<file path="src/core/ea_gen_pkg.sv">
// Constants, modes and carriers for the effective address generator
package ea_gen_pkg;

  localparam int ADDR_W     = 24;
  localparam int REG_W      = 32;
  localparam int SHORT_W    = 20;
  localparam int BITNUM_W   = 3;
  localparam int VECSEL_W   = 2;

  localparam logic [15:0] SHORT_ABS_FILL = 16'hFFFF;
  localparam logic [3:0]  MB1_MASK_HI    = 4'h0;
  localparam logic [31:0] STEP_BYTE      = 32'h00000001;
  localparam logic [31:0] STEP_WORD      = 32'h00000002;
  localparam logic [31:0] STEP_LONG      = 32'h00000004;

  typedef enum logic [1:0] {
    SIZE_BYTE = 2'h0,
    SIZE_WORD = 2'h1,
    SIZE_LONG = 2'h2
  } access_size_t;

  typedef enum logic [3:0] {
    MODE_REG_INDIRECT = 4'h0,
    MODE_DISP16       = 4'h1,
    MODE_POST_INC     = 4'h2,
    MODE_PRE_DEC      = 4'h3,
    MODE_ABS8         = 4'h4,
    MODE_ABS16        = 4'h5,
    MODE_ABS24        = 4'h6,
    MODE_IMM8         = 4'h7,
    MODE_IMM16        = 4'h8,
    MODE_IMM32        = 4'h9,
    MODE_PC_REL8      = 4'hA,
    MODE_PC_REL16     = 4'hB,
    MODE_MEM_INDIRECT = 4'hC,
    MODE_IMPLICIT     = 4'hD,
    MODE_BIT_NUMBER   = 4'hE,
    MODE_TRAP         = 4'hF
  } addr_mode_t;

  // Implicit constant kinds for small add/sub and inc/dec
  typedef enum logic [2:0] {
    IMPL_ONE   = 3'h0,
    IMPL_TWO   = 3'h1,
    IMPL_FOUR  = 3'h2,
    IMPL_M_ONE = 3'h3,
    IMPL_M_TWO = 3'h4,
    IMPL_M_FOUR= 3'h5
  } implicit_t;

  typedef struct packed {
    logic         valid;
    addr_mode_t   mode;
    access_size_t size;
    logic [31:0]  ext;
    logic [23:0]  next_pc;
    logic [2:0]   op_field;
    logic         branch;
  } ea_req_t;

  typedef struct packed {
    logic        valid;
    logic [23:0] addr;
    logic        addr_valid;
    logic [31:0] operand;
    logic        operand_valid;
    logic        wb_en;
    logic [31:0] wb_value;
    logic        ptr_fetch;
  } ea_resp_t;

endpackage

</file>
<file path="src/core/ea_step_unit.sv">
// Access size step and register update arithmetic
`timescale 1ns/1ns
module ea_step_unit
  import ea_gen_pkg::*;
(
  input  wire logic [31:0]  reg_value,
  input  wire access_size_t size,
  input  wire logic         decrement,
  output logic [31:0]       result
);

  logic [31:0] step;

  always_comb begin
    unique case (size)
      SIZE_BYTE: step = STEP_BYTE;
      SIZE_WORD: step = STEP_WORD;
      SIZE_LONG: step = STEP_LONG;
      default:   step = STEP_BYTE;
    endcase
    // Full 32-bit arithmetic, upper byte carries too
    result = decrement ? reg_value - step : reg_value + step;
  end

endmodule

</file>
<file path="src/core/effective_address_generator.sv">
// Effective address generator top level
`timescale 1ns/1ns
// What this block does
// - Post-increment: use register, then add size
// - Post-increment step is 1, 2 or 4
// - Pre-decrement: subtract size, write back, use result
// - Pre-decrement step is 1, 2 or 4
// - Short absolute: upper sixteen bits all ones
// - Sixteen-bit absolute is sign-extended
// - Full absolute address used unchanged
// - One-megabyte modes drop top four bits
// - Immediate taken from 8/16/32-bit code data
// - Small add/sub, inc/dec constants from opcode
// - Bit number from three-bit code field
// - Trap vector from two-bit code field
// - Branch displacement sign-extended, added to PC
// - PC is address after branch instruction
// - Memory-indirect pointer zero-extended, below 256
// - Pointer fetched as longword, first byte dropped
// - Odd word, long or branch address made even
// - Plain indirect uses low register bits
// - Displacement sign-extended, low bits of sum
module effective_address_generator
  import ea_gen_pkg::*;
(
  input  wire logic        sys_clk,
  input  wire logic        rst,
  input  wire ea_req_t     req,
  input  wire logic [31:0] address_register,
  input  wire logic        mode_1mbyte,
  input  wire logic        ptr_data_valid,
  input  wire logic [31:0] ptr_data,
  output ea_resp_t         resp,
  output logic [23:0]      branch_target,
  output logic             branch_target_valid
);

  // ********************************************************
  // Helpers
  // ********************************************************
  function automatic logic [23:0] fit_space(input logic [23:0] a, input logic mb1);
    fit_space = mb1 ? {MB1_MASK_HI, a[SHORT_W-1:0]} : a;
  endfunction

  function automatic logic [23:0] force_even(input logic [23:0] a, input logic even);
    force_even = even ? {a[23:1], 1'b0} : a;
  endfunction

  function automatic logic [23:0] sext8_addr(input logic [7:0] d);
    sext8_addr = {{16{d[7]}}, d};
  endfunction

  function automatic logic [23:0] sext16_addr(input logic [15:0] d);
    sext16_addr = {{8{d[15]}}, d};
  endfunction

  function automatic logic [31:0] implicit_value(input logic [2:0] code);
    unique case (code)
      IMPL_ONE:    implicit_value = 32'h00000001;
      IMPL_TWO:    implicit_value = 32'h00000002;
      IMPL_FOUR:   implicit_value = 32'h00000004;
      IMPL_M_ONE:  implicit_value = 32'hFFFFFFFF;
      IMPL_M_TWO:  implicit_value = 32'hFFFFFFFE;
      IMPL_M_FOUR: implicit_value = 32'hFFFFFFFC;
      default:     implicit_value = 32'h00000000;
    endcase
  endfunction

  // ********************************************************
  // Pointer fetch sequencer
  // ********************************************************
  typedef enum logic [1:0] {
    PTR_IDLE = 2'b01,
    PTR_WAIT = 2'b10
  } ptr_state_t;

  ptr_state_t state;
  ptr_state_t next_state;
  logic [23:0] branch_target_q;
  logic [23:0] next_branch_target;
  logic        target_valid_q;
  logic        next_target_valid;
  logic [31:0] stepped;
  logic        step_down;
  ea_resp_t    comb_resp;
  logic        wide;

  ea_step_unit u_step (
    .reg_value (address_register),
    .size      (req.size),
    .decrement (step_down),
    .result    (stepped)
  );

  // Kept outside the decode process so the stepped value feeds it without a loop
  assign step_down = (req.mode == MODE_PRE_DEC);

  // ********************************************************
  // Address formation, same cycle as decode
  // ********************************************************
  always_comb begin
    logic [23:0] a;
    a = 24'h000000;
    wide = (req.size != SIZE_BYTE) | req.branch;
    comb_resp = '0;
    comb_resp.valid = req.valid;
    unique case (req.mode)
      MODE_REG_INDIRECT: begin
        a = address_register[ADDR_W-1:0];
        comb_resp.addr_valid = 1'b1;
      end
      MODE_DISP16: begin
        a = address_register[ADDR_W-1:0] + sext16_addr(req.ext[15:0]);
        comb_resp.addr_valid = 1'b1;
      end
      MODE_POST_INC: begin
        a = address_register[ADDR_W-1:0];
        comb_resp.addr_valid = 1'b1;
        comb_resp.wb_en = 1'b1;
        comb_resp.wb_value = stepped;
      end
      MODE_PRE_DEC: begin
        a = stepped[ADDR_W-1:0];
        comb_resp.addr_valid = 1'b1;
        comb_resp.wb_en = 1'b1;
        comb_resp.wb_value = stepped;
      end
      MODE_ABS8: begin
        a = {SHORT_ABS_FILL, req.ext[7:0]};
        comb_resp.addr_valid = 1'b1;
      end
      MODE_ABS16: begin
        a = sext16_addr(req.ext[15:0]);
        comb_resp.addr_valid = 1'b1;
      end
      MODE_ABS24: begin
        a = req.ext[ADDR_W-1:0];
        comb_resp.addr_valid = 1'b1;
      end
      MODE_IMM8: begin
        comb_resp.operand = {24'h000000, req.ext[7:0]};
        comb_resp.operand_valid = 1'b1;
      end
      MODE_IMM16: begin
        comb_resp.operand = {16'h0000, req.ext[15:0]};
        comb_resp.operand_valid = 1'b1;
      end
      MODE_IMM32: begin
        comb_resp.operand = req.ext;
        comb_resp.operand_valid = 1'b1;
      end
      MODE_PC_REL8: begin
        a = req.next_pc + sext8_addr(req.ext[7:0]);
        comb_resp.addr_valid = 1'b1;
      end
      MODE_PC_REL16: begin
        a = req.next_pc + sext16_addr(req.ext[15:0]);
        comb_resp.addr_valid = 1'b1;
      end
      MODE_MEM_INDIRECT: begin
        a = {16'h0000, req.ext[7:0]};
        comb_resp.addr_valid = 1'b1;
        comb_resp.ptr_fetch = 1'b1;
        wide = 1'b1;                // Pointer is a longword
      end
      MODE_IMPLICIT: begin
        comb_resp.operand = implicit_value(req.op_field);
        comb_resp.operand_valid = 1'b1;
      end
      MODE_BIT_NUMBER: begin
        comb_resp.operand = {29'h00000000, req.op_field[BITNUM_W-1:0]};
        comb_resp.operand_valid = 1'b1;
      end
      MODE_TRAP: begin
        comb_resp.operand = {30'h00000000, req.op_field[VECSEL_W-1:0]};
        comb_resp.operand_valid = 1'b1;
      end
      default: begin
        a = 24'h000000;
      end
    endcase
    // Odd registers are software's fault; hardware only aligns
    comb_resp.addr = fit_space(force_even(a, wide), mode_1mbyte);
    if (!req.valid) begin
      comb_resp = '0;
    end
  end

  assign resp = comb_resp;

  // ********************************************************
  // Pointer longword return to branch target
  // ********************************************************
  always_comb begin
    next_state = state;
    next_branch_target = branch_target_q;
    next_target_valid = 1'b0;
    unique case (state)
      PTR_IDLE: begin
        if (comb_resp.ptr_fetch) begin
          next_state = PTR_WAIT;
        end
      end
      PTR_WAIT: begin
        if (ptr_data_valid) begin
          // First byte dropped, then aligned and fitted
          next_branch_target = fit_space(force_even(ptr_data[ADDR_W-1:0], 1'b1), mode_1mbyte);
          next_target_valid = 1'b1;
          next_state = PTR_IDLE;
        end
      end
      default: begin
        next_state = PTR_IDLE;
      end
    endcase
  end

  always_ff @(posedge sys_clk or posedge rst) begin
    if (rst) begin
      state <= PTR_IDLE;
      branch_target_q <= 24'h000000;
      target_valid_q <= 1'b0;
    end else begin
      state <= next_state;
      branch_target_q <= next_branch_target;
      target_valid_q <= next_target_valid;
    end
  end

  assign branch_target = branch_target_q;
  assign branch_target_valid = target_valid_q;

endmodule

</file>
<file path="config.mk">
export PLATFORM = sky130hd
export DESIGN_NAME = effective_address_generator
export DESIGN_NICKNAME = d
export VERILOG_FILES = /design/src/core/ea_gen_pkg.sv /design/src/core/ea_step_unit.sv /design/src/core/effective_address_generator.sv
export SDC_FILE = /design/constraint.sdc
export NUM_CORES = 1
export LEC_CHECK = 0
export BUFFER_PORTS_ARGS = -buffer_cell sky130_fd_sc_hd__clkbuf_2
export CAP_MARGIN = 25
export CORE_UTILIZATION = 47
export DETAILED_ROUTE_END_ITERATION = 7
export GPL_TIMING_DRIVEN = 0
export PLACE_DENSITY_LB_ADDON = 0.12
export SLEW_MARGIN = 5
export SYNTH_ARGS = -nofsm -noshare
export SYNTH_HDL_FRONTEND = slang
export SYNTH_HIERARCHICAL = 1
export SYNTH_SLANG_ARGS = --single-unit
export TNS_END_PERCENT = 5
</file>
<file path="constraint.sdc">
create_clock -name sys_clk -period 5.2 [get_ports sys_clk]
set_input_delay 1.04 -clock sys_clk [delete_from_list [all_inputs] [get_ports sys_clk]]
set_output_delay 1.04 -clock sys_clk [all_outputs]
set_load 0.02 [all_outputs]
</file>
==> metrics.yaml <==
outcome: "finished, violations left"
violations: "setup timing"
rows: 43
yosysTopAreaCell: "ha_1"
grt-ovfl-total: 0
insertion_delay_ps: 260
drt-initial-drc-count: 878
worst_r2r_path_depth: 4
num_vias: 8735
synth_xor_area_frac: 0.0697
grt_pass1_wl_um: 38400
crit_fanout: 7
power.density_nw_per_um2: 131
synth_common_cells: "nand2_1 (147), a21oi_1 (124), ha_1 (83), nor2_1 (59), o21ai_0 (51)"
synth_compound_area_frac: 0.356
crit_required_ps: 4160
p_clk_frac: 0.154
hold_depth: 2
fp.dieH_um: 123
hold_buffers: 0
p_sw_frac: 0.453
synth_simple_gate_area_frac: 0.255
via_per_inst: 6.10
holdWs_ps: 471
syn_area_per_cell_um2: 6.97
maxCapViolCount: 0
clk_pin_slew_ps: 60
die_w_um: 123
ys_async_sr_fraction: 1.00
p_leak_nw: 4.48
die-area_um2: 15200
synth_nets: 1212
post-dp-hpwl_um: 20300
synth_flop_cell: "dfrtp_1"
clock-root-buffer: "clkbuf_16"
seq_area_frac_synth: 0.0944
arrival_ps: 4470
grt_max_degree: 27
synthMuxAreaShare: 0.0103
nNetsFinal: 1474
htreeDepth: 1
synth_area_leaders: "ha_1 (15%), dfrtp_1 (9.1%), a21oi_1 (9.0%), nand2_1 (8.0%), xnor2_1 (4.6%)"
power_frac_seq: 0.177
ant_nets: 0
cts_tree: "done"
synth_most_common_cell: "nand2_1"
synth_top_area_share: 0.150
antennaDiodeCount: 0
hold_violations: 0
fin_ws_ps: -307
ir_worst_vdd_uv: 120
synth_fa_ha_area_frac: 0.159
ys_warn_count: 6
ys_ff_latch: 26
routed_wl_um: 25900
syn_inst: 991
core_area_um2: 14100
finClkSkew_ps: 1.39
fin_util: 0.648
dpl_cell_area_um2: 8360
setup_viol: 19
p_int_uw: 652
ys_types: 88
path_class: "in -> out"
slew_violations: 0
power_frac_comb: 0.669
io_buffers: 240
antenna_found_initial: 0
area_growth_pct: 32.2
fin_crit_ps: 5510
wl_per_cell_um: 18.1
layout-drive-gt1-share: 0.298
worstMarginPinSlew_ps: 1010
design_area_um2: 9130
clk_path_buf_depth: 2
netlist_area_um2: 6910
fmax_mhz: 182
cts.sinks: 26
initial_core_util: 0.490
cp-end-kind: "primary output"
min_path_type: "reg -> reg"
drc: 0
first_pass_iters: 8
cts-buffers-inserted: 3
ioPinCount: 253
setup_tns_ps: -1750
cp-start-kind: "input pin"
grt_pass1_vias: 7464
p_switching_uw: 540
grt_setup_unrepaired: "true"
synth_top_family_by_area: "compound AO/OA/AOI/OAI gates"
max_slew_margin: 0.324
grtUsageTotal: 0.323
fin_crit_sh: 1.06
synth_edf_count: 0
globalplace.congestion: 0.973
==> sequential cells by signal, indices dropped and copies added, names as in the netlist <==
| name | cells |
|---|---|
| branch_target_valid | 1 |
| state | 2 |
| branch_target | 23 |
==> kinds of logic after synthesis <==
family,after synthesis
other,1
multiplexers,7
buffers and inverters,91
XOR/XNOR,55
flip-flops,26
AO/OA/AOI/OAI,358
adder cells (fa/ha/maj),86
AND/OR/NAND/NOR,367
==> worst max-delay path: stages <==
cell,delay (ps)
clkbuf_16,120
buf_8,120
nor3_4,240
buf_12,150
buf_4,140
ha_1,220
buf_2,170
a2111oi_1,420
nor3_1,110
o21a_2,190
nor2b_4,170
o31ai_4,110
o21ai_2,190
nor2b_2,180
xnor2_1,190
nand2_1,110
o21ai_2,90
a221oi_1,70
nor2_1,240
buf_4,190
==> path summary, 6_finish.rpt <==
check | from | endpoint | slack (ps)
min in group asynchronous | rst | branch_target[16] | 650
max in group asynchronous | rst | state[0] | 4110
hold reg to reg | branch_target[6] | branch_target[6] | 470
hold / removal | branch_target[6] | branch_target[6] | 470
setup / recovery | req[64] | resp[83] | -310
setup reg to reg | state[0] | branch_target[20] | 3740
==> layer usage <==
metal,up-vias,track usage,wire length [um]
met4,0,0.0663,614
met5,-,0,0
li1,4186,-,-
met3,57,0.0494,2830
met2,486,0.500,11200
met1,4006,0.470,11300
==> area by class of cell <==
cell class / instances / area, um^2
Sequential cell: 26 / 652
Tap cell: 180 / 225
Fill cell: 1322 / 4960
Multi-Input combinational cell: 874 / 6240
Buffer: 53 / 294
Clock buffer: 4 / 88.8
Inverter: 37 / 144
Timing Repair Buffer: 258 / 1490
==> placed cells by master, fill, tap and decap left out, types with 7 or more instances in the layout <==
cell      instances
clkbuf_2        232
nand2_1         146
a21oi_1         111
ha_1             79
nor2_1           59
o21ai_0          44
and2_1           36
inv_1            35
xnor2_1          33
clkbuf_1         29
nand2b_1         26
buf_4            26
dfrtp_1          25
a21o_1           22
nor3_1           21
o21a_1           20
xor2_1           19
nand3_1          19
a21oi_2          13
nand4_1          11
nor2b_1           9
o21ai_1           9
a41o_1            8
a221o_1           8
a31oi_1           8
a211oi_1          7
and3_1            7
a222oi_1          7
==> power by group through the flow <==
| stage | Sequential [mW] | Combinational (mW) | Clock [mW] |
|---|---|---|---|
| after floorplan | 0.222 | 0.491 | 0 |
| after global placement | 0.215 | 0.705 | 0 |
| after detailed placement | 0.215 | 0.710 | 0 |
| after CTS | 0.211 | 0.754 | 0.188 |
| after global routing | 0.212 | 0.864 | 0.196 |
| final | 0.211 | 0.798 | 0.183 |
==> repair_timing <==
action / CTS / global route
pin swaps: 22 / 26
gates resized for setup: 73 / 55
buffers inserted: 11 / 4
endpoints found under the hold margin: 0 / 0
cloned: 2 / 0
setup endpoints to repair: 44 / 34
==> stage by stage <==
| step | setup WS [ps] | power [mW] | std cells |
|---|---|---|---|
| after floorplan | -36.3 | 0.713 | 991 |
| after global placement | -837 | 0.920 | 1411 |
| after detailed placement | -881 | 0.924 | 1411 |
| after CTS | -143 | 1.15 | 1427 |
| after global routing | -302 | 1.27 | 1432 |
| final | -307 | 1.19 | 1432 |
Power figures use the tool's default switching activity.
